===== src/rtl/gpcb_params.svh =====
`ifndef GPCB_PARAMS_SVH
`define GPCB_PARAMS_SVH
`define GPCB_ADDR_W 8
`define GPCB_NUM_PINS 9
`define GPCB_NUM_B1 8
`define GPCB_IDX_DEV_DISABLE 6'h22
`define GPCB_IDX_BANK1_PIN0_CFG 6'h23
`define GPCB_IDX_BANK1_PIN1_CFG 6'h24
`define GPCB_IDX_BANK1_PIN2_CFG 6'h25
`define GPCB_IDX_BANK1_PIN3_CFG 6'h26
`define GPCB_IDX_BANK1_PIN4_CFG 6'h27
`define GPCB_IDX_BANK1_PIN5_CFG 6'h28
`define GPCB_IDX_BANK1_PIN6_CFG 6'h29
`define GPCB_IDX_BANK1_PIN7_CFG 6'h2a
`define GPCB_IDX_BANK2_PIN0_CFG 6'h2b
`define GPCB_BIT_DIR 0
`define GPCB_BIT_POL 1
`define GPCB_BIT_ALT 2
`define GPCB_BIT_FUNC_LO 2
`define GPCB_BIT_FUNC_HI 3
`define GPCB_BIT_OD 7
`define GPCB_BIT_LOCK 1
`define GPCB_B1_RST 8'h04
`define GPCB_B2_RST 8'h01
`define GPCB_DEV_DISABLE_RST 8'h00
`define GPCB_B1_WMASK 8'h87
`define GPCB_B2_WMASK 8'h8f
`define GPCB_DEV_DISABLE_WMASK 8'heb
`define GPCB_RESP_OKAY 2'h0
`define GPCB_RESP_SLVERR 2'h2
`endif


===== src/rtl/gpcb_pkg.sv =====
package gpcb_pkg;
  typedef enum logic [1:0] {
    GPCB_FN_GPIO,
    GPCB_FN_KBC,
    GPCB_FN_FDS,
    GPCB_FN_RSVD
  } gpcb_func_e;
  typedef logic [7:0] gpcb_cfg_t;
  typedef logic [5:0] gpcb_idx_t;
endpackage : gpcb_pkg


===== src/rtl/gpcb_pin_cell.sv =====
module gpcb_pin_cell
  import gpcb_pkg::*;
(
  input wire logic aclk,
  input wire logic aresetn,
  input wire logic ce,
  input wire logic pin_i,
  output logic pin_o,
  output logic pin_oe,
  input wire logic out_val,
  input wire logic out_en,
  input wire logic invert,
  input wire logic open_drain,
  output logic in_val
);
  logic sync1_reg;
  logic sync2_reg;
  logic drive_val;

  // Two-stage synchroniser for the pad input
  always_ff @(posedge aclk) begin
    if (!aresetn) begin
      sync1_reg <= 1'b0;
      sync2_reg <= 1'b0;
    end else if (ce) begin
      sync1_reg <= pin_i;
      sync2_reg <= sync1_reg;
    end
  end

  assign drive_val = out_val ^ invert;
  assign pin_o = open_drain ? 1'b0 : drive_val;
  assign pin_oe = open_drain ? (out_en & ~drive_val) : out_en;
  assign in_val = sync2_reg ^ invert;
endmodule : gpcb_pin_cell


===== src/rtl/gpcb_axil_slave.sv =====
`include "gpcb_params.svh"
module gpcb_axil_slave
  import gpcb_pkg::*;
(
  input wire logic aclk,
  input wire logic aresetn,
  input wire logic ce,
  input wire logic [7:0] s_axil_awaddr,
  input wire logic s_axil_awvalid,
  output logic s_axil_awready,
  input wire logic [31:0] s_axil_wdata,
  input wire logic [3:0] s_axil_wstrb,
  input wire logic s_axil_wvalid,
  output logic s_axil_wready,
  output logic [1:0] s_axil_bresp,
  output logic s_axil_bvalid,
  input wire logic s_axil_bready,
  input wire logic [7:0] s_axil_araddr,
  input wire logic s_axil_arvalid,
  output logic s_axil_arready,
  output logic [31:0] s_axil_rdata,
  output logic [1:0] s_axil_rresp,
  output logic s_axil_rvalid,
  input wire logic s_axil_rready,
  output logic wr_pulse,
  output gpcb_idx_t wr_idx,
  output logic [7:0] wr_data,
  output logic wr_strb0,
  input wire logic wr_err,
  output gpcb_idx_t rd_idx,
  input wire logic [7:0] rd_data,
  input wire logic rd_err
);
  logic aw_held_reg;
  logic w_held_reg;
  logic bvalid_reg;
  logic rvalid_reg;
  logic [3:0] wstrb_reg;

  assign s_axil_awready = ce & ~aw_held_reg;
  assign s_axil_wready = ce & ~w_held_reg;
  assign s_axil_arready = ce & ~rvalid_reg;
  assign s_axil_bvalid = ce & bvalid_reg;
  assign s_axil_rvalid = ce & rvalid_reg;
  assign wr_pulse = ce & aw_held_reg & w_held_reg & ~bvalid_reg;
  assign wr_strb0 = wstrb_reg[0];
  assign rd_idx = s_axil_araddr[7:2];

  // Write address and data are held independently until both are present
  always_ff @(posedge aclk) begin
    if (!aresetn) begin
      aw_held_reg <= 1'b0;
      wr_idx <= '0;
    end else if (s_axil_awvalid && s_axil_awready) begin
      aw_held_reg <= 1'b1;
      wr_idx <= s_axil_awaddr[7:2];
    end else if (wr_pulse) begin
      aw_held_reg <= 1'b0;
    end
  end

  always_ff @(posedge aclk) begin
    if (!aresetn) begin
      w_held_reg <= 1'b0;
      wr_data <= 8'h00;
      wstrb_reg <= 4'h0;
    end else if (s_axil_wvalid && s_axil_wready) begin
      w_held_reg <= 1'b1;
      wr_data <= s_axil_wdata[7:0];
      wstrb_reg <= s_axil_wstrb;
    end else if (wr_pulse) begin
      w_held_reg <= 1'b0;
    end
  end

  always_ff @(posedge aclk) begin
    if (!aresetn) begin
      bvalid_reg <= 1'b0;
      s_axil_bresp <= `GPCB_RESP_OKAY;
    end else if (wr_pulse) begin
      bvalid_reg <= 1'b1;
      s_axil_bresp <= wr_err ? `GPCB_RESP_SLVERR : `GPCB_RESP_OKAY;
    end else if (s_axil_bvalid && s_axil_bready) begin
      bvalid_reg <= 1'b0;
    end
  end

  always_ff @(posedge aclk) begin
    if (!aresetn) begin
      rvalid_reg <= 1'b0;
      s_axil_rdata <= 32'h0000_0000;
      s_axil_rresp <= `GPCB_RESP_OKAY;
    end else if (s_axil_arvalid && s_axil_arready) begin
      rvalid_reg <= 1'b1;
      s_axil_rdata <= {24'h00_0000, rd_data};
      s_axil_rresp <= rd_err ? `GPCB_RESP_SLVERR : `GPCB_RESP_OKAY;
    end else if (s_axil_rvalid && s_axil_rready) begin
      rvalid_reg <= 1'b0;
    end
  end
endmodule : gpcb_axil_slave


===== src/rtl/gpcb_top.sv =====
`include "gpcb_params.svh"
module gpcb_top
  import gpcb_pkg::*;
(
  input wire logic aclk,
  input wire logic aresetn,
  input wire logic ce,
  input wire logic standby_por_n,
  input wire logic [7:0] s_axil_awaddr,
  input wire logic [2:0] s_axil_awprot,
  input wire logic s_axil_awvalid,
  output logic s_axil_awready,
  input wire logic [31:0] s_axil_wdata,
  input wire logic [3:0] s_axil_wstrb,
  input wire logic s_axil_wvalid,
  output logic s_axil_wready,
  output logic [1:0] s_axil_bresp,
  output logic s_axil_bvalid,
  input wire logic s_axil_bready,
  input wire logic [7:0] s_axil_araddr,
  input wire logic [2:0] s_axil_arprot,
  input wire logic s_axil_arvalid,
  output logic s_axil_arready,
  output logic [31:0] s_axil_rdata,
  output logic [1:0] s_axil_rresp,
  output logic s_axil_rvalid,
  input wire logic s_axil_rready,
  input wire logic [8:0] pin_i,
  output logic [8:0] pin_o,
  output logic [8:0] pin_oe,
  input wire logic [8:0] gpio_out_data,
  output logic [8:0] gpio_in_data,
  input wire logic [7:0] exp_bus_data_out,
  input wire logic [7:0] exp_bus_data_oe,
  output logic [7:0] exp_bus_data_in,
  output logic [7:0] exp_bus_sel,
  input wire logic floppy_drive_select_1_n,
  input wire logic kbc_port1_bit7_out,
  output logic kbc_port1_bit7_in,
  output logic [1:0] bank2_pin0_func,
  output logic [7:0] device_disable,
  output logic reg_lock
);
  gpcb_cfg_t cfg_reg [0:8];
  logic [71:0] cfg_flat;
  logic [7:0] dev_disable_reg;
  logic wr_pulse;
  gpcb_idx_t wr_idx;
  logic [7:0] wr_data;
  logic wr_strb0;
  logic wr_err;
  logic wr_allow;
  gpcb_idx_t rd_idx;
  logic [7:0] rd_data;
  logic rd_err;
  logic [8:0] out_val;
  logic [8:0] out_en;
  logic [8:0] in_val;
  gpcb_func_e b2_func;
  logic b2_val;
  logic b2_en;

  function automatic logic slot_hit(input gpcb_idx_t idx, input int slot);
    return idx == gpcb_idx_t'(`GPCB_IDX_BANK1_PIN0_CFG + slot);
  endfunction : slot_hit

  function automatic logic is_mapped(input gpcb_idx_t idx);
    return (idx >= `GPCB_IDX_DEV_DISABLE) && (idx <= `GPCB_IDX_BANK2_PIN0_CFG);
  endfunction : is_mapped

  function automatic gpcb_cfg_t cfg_wmask(input int slot);
    return (slot == `GPCB_NUM_B1) ? `GPCB_B2_WMASK : `GPCB_B1_WMASK;
  endfunction : cfg_wmask

  function automatic gpcb_cfg_t cfg_reset(input int slot);
    return (slot == `GPCB_NUM_B1) ? `GPCB_B2_RST : `GPCB_B1_RST;
  endfunction : cfg_reset

  gpcb_axil_slave u_axil (
    .aclk(aclk),
    .aresetn(aresetn),
    .ce(ce),
    .s_axil_awaddr(s_axil_awaddr),
    .s_axil_awvalid(s_axil_awvalid),
    .s_axil_awready(s_axil_awready),
    .s_axil_wdata(s_axil_wdata),
    .s_axil_wstrb(s_axil_wstrb),
    .s_axil_wvalid(s_axil_wvalid),
    .s_axil_wready(s_axil_wready),
    .s_axil_bresp(s_axil_bresp),
    .s_axil_bvalid(s_axil_bvalid),
    .s_axil_bready(s_axil_bready),
    .s_axil_araddr(s_axil_araddr),
    .s_axil_arvalid(s_axil_arvalid),
    .s_axil_arready(s_axil_arready),
    .s_axil_rdata(s_axil_rdata),
    .s_axil_rresp(s_axil_rresp),
    .s_axil_rvalid(s_axil_rvalid),
    .s_axil_rready(s_axil_rready),
    .wr_pulse(wr_pulse),
    .wr_idx(wr_idx),
    .wr_data(wr_data),
    .wr_strb0(wr_strb0),
    .wr_err(wr_err),
    .rd_idx(rd_idx),
    .rd_data(rd_data),
    .rd_err(rd_err)
  );

  assign wr_err = ~is_mapped(wr_idx);
  assign rd_err = ~is_mapped(rd_idx);
  assign reg_lock = dev_disable_reg[`GPCB_BIT_LOCK];
  assign device_disable = dev_disable_reg;
  assign wr_allow = wr_pulse & wr_strb0 & ~reg_lock;

  // Lock register; the lock bit also clears on bus reset
  always_ff @(posedge aclk) begin
    if (!standby_por_n) begin
      dev_disable_reg <= `GPCB_DEV_DISABLE_RST;
    end else if (!aresetn) begin
      dev_disable_reg[`GPCB_BIT_LOCK] <= 1'b0;
    end else if (wr_allow && (wr_idx == `GPCB_IDX_DEV_DISABLE)) begin
      dev_disable_reg <= wr_data & `GPCB_DEV_DISABLE_WMASK;
    end
  end

  // Pin configuration registers
  for (genvar i = 0; i < `GPCB_NUM_PINS; i++) begin : g_cfg
    always_ff @(posedge aclk) begin
      if (!standby_por_n) begin
        cfg_reg[i] <= cfg_reset(i);
      end else if (wr_allow && slot_hit(wr_idx, i)) begin
        cfg_reg[i] <= wr_data & cfg_wmask(i);
      end
    end
    assign cfg_flat[i*8 +: 8] = cfg_reg[i];
  end

  always_comb begin
    rd_data = 8'h00;
    if (rd_idx == `GPCB_IDX_DEV_DISABLE) begin
      rd_data = dev_disable_reg;
    end else begin
      for (int k = 0; k < `GPCB_NUM_PINS; k++) begin
        if (slot_hit(rd_idx, k)) begin
          rd_data = cfg_reg[k];
        end
      end
    end
  end

  // Bank 1 function selection
  for (genvar i = 0; i < `GPCB_NUM_B1; i++) begin : g_bank1
    assign exp_bus_sel[i] = cfg_reg[i][`GPCB_BIT_ALT];
    assign out_val[i] = exp_bus_sel[i] ? exp_bus_data_out[i] : gpio_out_data[i];
    assign out_en[i] = ~cfg_reg[i][`GPCB_BIT_DIR] & (~exp_bus_sel[i] | exp_bus_data_oe[i]);
    assign exp_bus_data_in[i] = exp_bus_sel[i] & in_val[i];
  end

  // Bank 2 pin 0 function selection
  assign b2_func = gpcb_func_e'(cfg_reg[8][`GPCB_BIT_FUNC_HI:`GPCB_BIT_FUNC_LO]);
  assign bank2_pin0_func = b2_func;

  always_comb begin
    b2_val = 1'b0;
    b2_en = 1'b0;
    case (b2_func)
      GPCB_FN_GPIO: begin
        b2_val = gpio_out_data[8];
        b2_en = 1'b1;
      end
      GPCB_FN_KBC: begin
        b2_val = kbc_port1_bit7_out;
        b2_en = 1'b1;
      end
      GPCB_FN_FDS: begin
        b2_val = floppy_drive_select_1_n;
        b2_en = 1'b1;
      end
      default: begin
        b2_val = 1'b0;
        b2_en = 1'b0;
      end
    endcase
  end

  assign out_val[8] = b2_val;
  assign out_en[8] = ~cfg_reg[8][`GPCB_BIT_DIR] & b2_en;
  assign kbc_port1_bit7_in = (b2_func == GPCB_FN_KBC) ? in_val[8] : 1'b1;
  assign gpio_in_data = in_val;

  for (genvar i = 0; i < `GPCB_NUM_PINS; i++) begin : g_pin
    gpcb_pin_cell u_cell (
      .aclk(aclk),
      .aresetn(aresetn),
      .ce(ce),
      .pin_i(pin_i[i]),
      .pin_o(pin_o[i]),
      .pin_oe(pin_oe[i]),
      .out_val(out_val[i]),
      .out_en(out_en[i]),
      .invert(cfg_reg[i][`GPCB_BIT_POL]),
      .open_drain(cfg_reg[i][`GPCB_BIT_OD]),
      .in_val(in_val[i])
    );
  end
endmodule : gpcb_top


===== config.mk =====
export PLATFORM = sky130hd
export DESIGN_NAME = gpcb_top
export DESIGN_NICKNAME = d
export VERILOG_FILES = /design/src/rtl/gpcb_pkg.sv /design/src/rtl/gpcb_pin_cell.sv /design/src/rtl/gpcb_axil_slave.sv /design/src/rtl/gpcb_top.sv
export VERILOG_INCLUDE_DIRS = /design/src /design/src/rtl
export SDC_FILE = /design/constraint.sdc
export NUM_CORES = 1
export LEC_CHECK = 0
export BUFFER_PORTS_ARGS = -buffer_cell sky130_fd_sc_hd__buf_2
export CORE_MARGIN = 2
export CORE_UTILIZATION = 25
export CTS_CLUSTER_SIZE = 40
export DETAILED_ROUTE_END_ITERATION = 10
export PLACE_DENSITY = 0.44
export REMOVE_ABC_BUFFERS = 1
export SYNTH_ARGS = -nofsm -noshare
export SYNTH_HDL_FRONTEND = slang
export SYNTH_SLANG_ARGS = --single-unit

===== constraint.sdc =====
create_clock -name aclk -period 3.4 [get_ports aclk]
set_input_delay 0 -clock aclk [delete_from_list [all_inputs] [get_ports aclk]]
set_output_delay 0 -clock aclk [all_outputs]
set_load 0.02 [all_outputs]

---- Yosys cells after proc, flatten, opt, wreduce, memory -nomap -nowiden ----
Memories as Yosys holds them, arrays and structs flattened.
Index checks and enable logic that the tools add are counted.
Widths: inputs -> output; s select.
word-level totals
  register bits after elaboration ......... 55
  RAM bits ................................ 45
  bits of input ports ..................... 103
  word-level logic and storage cells ...... 269
  memories kept ........................... 1
memory list
  name     depth  width  read ports  clocked after memory_dff  write ports  RTL line        text
  cfg_reg  9      5      9           0                         9            gpcb_top.sv:44  gpcb_cfg_t cfg_reg [0:8];
cells by class
  magnitude comparators ................... 4
  equal/unequal tests ..................... 22
  mux-type cells .......................... 85
  bitwise operators ....................... 102
  reduce and logical (&&, ||, !) cells .... 25
operator list
  operator            count
  $eq 6x6->1 const B  20
  $mux 8              10
  $mux 1              63
  $mux 5              9
  $and 1x1->1         36
  $not 1->1           31
  $xor 1x1->1         18
  $logic_and 1x1->1   17
  $or 1x1->1          17
  $ge 6x6->1 const B  2
  $le 6x6->1 const B  2
  $reduce_bool 2->1   4
  $mux 2              2
  $reduce_and 2->1    2
  $pmux 1 s3          1
  $reduce_or 3->1     1
  $eq 2x1->1 const B  1
  $eq 2x2->1 const B  1
  $logic_not 2->1     1

---- Depth between registers and ports, before layout ----
  depth in word-level cells ............... 11
  mapped depth ............................ 7
  mapped depth without buffers ............ 5

---- Modules after synthesis ----
A second synthesis with hierarchy kept.
unflattened totals
  cells, all modules ...................... 522
  area total of the unflattened synthesis .. 5138.7 um^2
by module, submodules not included
  module           instances  cells each  area an instance (um^2)  seq. area each (um^2)
  gpcb_top         1          267         2717.6                   1231.2
  gpcb_axil_slave  1          165         1463.9                   580.6
  gpcb_pin_cell    9          10          106.4                    40.0

---- Worst setup path before layout ----
OpenSTA, ideal clock, no wires.
  path kind ............................... reg-to-reg
  start point ............................. register u_axil.aw_held_reg
  end point ............................... memory cfg_reg[3][0] (netlist name) (enable)
  data arrival time ....................... 1.573 ns
  slack ................................... 1.454 ns
  cell stages (with the launch flop) ...... 5
  cell sequence ........................... dfxtp_1 -> nand4b_4 -> or4_1 -> buf_2 -> o31ai_1
RTL lines
  item                      RTL line               text
  start: declaration        gpcb_axil_slave.sv:34  logic aw_held_reg;
  start signal: assignment  gpcb_axil_slave.sv:52  aw_held_reg <= 1'b0;
  start signal: assignment  gpcb_axil_slave.sv:55  aw_held_reg <= 1'b1;
  start signal: assignment  gpcb_axil_slave.sv:58  aw_held_reg <= 1'b0;
  end: declaration          gpcb_top.sv:44

==> out/qor.csv <==
metric,value,unit
status,"finished, final reports clean",
ctsHtreeMaxLevel,3,
core_region_area,0.0201,mm2
dieArea,0.0215,mm2
worstHoldStart,s_axil_wvalid,
rsz0062_at_grt,no,
hold_class,input port to flip-flop,
cts_buffer_depth,2,
crit_slowest_cell,o41ai_1,
start_kind,flip-flop,
final_cells,919,
n_antenna_cell,0,
antenna_found_initial,0,
largest_register_ff_count,37,
drive_gt1_share,24.3,%
ant_nets,0,
num_rows,52,
worst_ep_arrival_time,2.21,ns
ys_seq_area_share,42.0,%
grt_pass1_wl,21.2,mm
synth.area.top_cells,"edfxtp_1, dfxtp_1, buf_4, mux2i_1, nor2b_1",
holdPathStages,3,
io_buffers,131,
r2r_slack,1.16,ns
synth_top_area_share,21.9,%
yosys_warnings,0,
peakVddDrop,0.241,mV
crit_chain,nand4b_4 -> nor3_1 -> nand2_1 -> o41ai_1,
critPathMaxStageDelay,0.78,ns
start_util,25.3,%
viasPerCell,4.38,
vias,4027,
clk_latency,0.34,ns
avgSynthCellArea,9.48,um2
netlist_instances,536,
setup_viol,0,
layout_common_cells,"buf_2, dfxtp_1, nor2b_1",
path_class,flip-flop to flip-flop,
cap_violations,0,
total_power,0.00267,W
cts_tree,done,
post_cts_buffers,0,
final_common_cell,buf_2,
fmax,447,MHz
synth_edf_count,37,
gr-total-overflow,0,
worst_pin_slew,0.913,ns
finalClockSkew,0.00743,ns
async_reset_ff_share,0,%
drt_wl_total,13.8,mm
crit_fanout,5,
fin_setup_tns,0,ns
grtUsageTotal,12.8,%
cts_root_buf,clkbuf_16,
hold_violations,0,
dp_hpwl,10.7,mm
crit_buf_inv,0,
synthToLayoutAreaGrowth,22.8,%
io_pins,199,
cts.clk_slew.worst_paths,0.07,ns
critPathTopFamily,compound AO/OA/AOI/OAI gates,
grt_pass1_vias,3895,
synth_cell_types,55,
nNetsFinal,747,
period_needed,2.24,ns
synthFlopType,dfxtp_1,
rr_endpoint,cfg_reg[0][4],
numCtsBuffers,9,
gp_congestion,0.806,
synth.cell_area,0.00508,mm2
drc_errors,0,
pwr_density_cell,429,mW/mm2
crit_path_end_kind,flip-flop,
firstDrtPassIters,4,
drv_slew,0,
cp.required,3.37,ns
fin_crit_sh,65.8,%
ys_ff_latch,88,
worstRegToRegCells,4,
cts_sinks,88,
dp.cells,873,
slew_headroom,38.3,%
p_leak,2.58,nW
die_y,147,um
drt_iter0_markers,155,
grt_max_degree,50,
wl_per_cell,15.0,um
whs_endpoint,u_axil.wr_data[0],
synth_top_area_cell,edfxtp_1,
die_w,147,um
reg2reg_from,u_axil.aw_held_reg,
-- worst max-delay path by stage --
stage,start,to,slack [ns],cells after the start
global route,u_axil.aw_held_reg,cfg_reg[0][4],0.85,4
detailed placement,u_axil.w_held_reg,cfg_reg[0][4],1.16,4
global placement,u_axil.w_held_reg,cfg_reg[0][1],1.22,4
finish,u_axil.aw_held_reg,cfg_reg[0][4],1.16,4
CTS,u_axil.w_held_reg,cfg_reg[0][4],1.16,4
floorplan,device_disable[1],cfg_reg[1][0],1.42,3
-- where the power goes --
| part | switching [W] | internal (W) |
|---|---|---|
| clock network | 0.000420 | 0.000725 |
| logic | 0.000208 | 0.000146 |
| registers | 0.0000404 | 0.00113 |
| total | 0.000668 | 0.00200 |
-- metal layers --
metal  wire, um  GRT usage, %  up-vias
li1           -             -     2003
met1       6270          16.3     1887
met2       6570          21.4      128
met3        827          3.91        9
met4        152          3.01        0
met5          0             0        -
-- worst reg2reg max path: stages (launching register included) --
cell	delay, ns
dfxtp_1	0.43
nand4b_4	0.15
nor3_1	0.35
nand2_1	0.16
o41ai_1	0.78
-- cell type report --
type,instances,area [um2]
clock buffers,10,229
clock inverters,6,116
fillers,2125,13900
inverters,12,45.0
multi-input cells,368,2390
flip-flops and latches,88,2130
well taps,270,338
repair buffers,165,986
-- cells in the mapped netlist (all sizes together), types with 14 or more instances --
master   n
buf     72
dfxtp   51
nor2b   40
nand2   38
edfxtp  37
mux2i   33
and2    32
clkbuf  24
nand3   23
a21boi  21
nor2    18
nor3    17
o21ai   14
-- logic make-up after synthesis --
logic type / synth area share (%)
AO/OA/AOI/OAI: 10.9
XOR/XNOR: 3.10
buffers and inverters: 13.1
flip-flops: 42.0
multiplexers: 7.61
other: 0.0738
AND/OR/NAND/NOR: 23.3
-- metrics by stage --
stage	worst slack (ns)	utilization (%)	hold WS [ns]	instance area [um2]
2_1_floorplan	1.42	-	0.116	4570
3_3_place_gp	1.22	27.8	0.271	5590
3_5_place_dp	1.16	27.8	0.270	5590
4_1_cts	1.16	31.0	0.00377	6230
5_1_grt	0.852	31.0	0.0112	6230
6_report	1.16	31.0	0.0118	6230
-- repair_timing --
action / CTS / global route
gates resized for setup: 0 / 0
hold buffers: 30 / 0
setup endpoints to repair: 0 / 0
hold endpoints to repair: 25 / 0
Power figures use the tool's default switching activity.
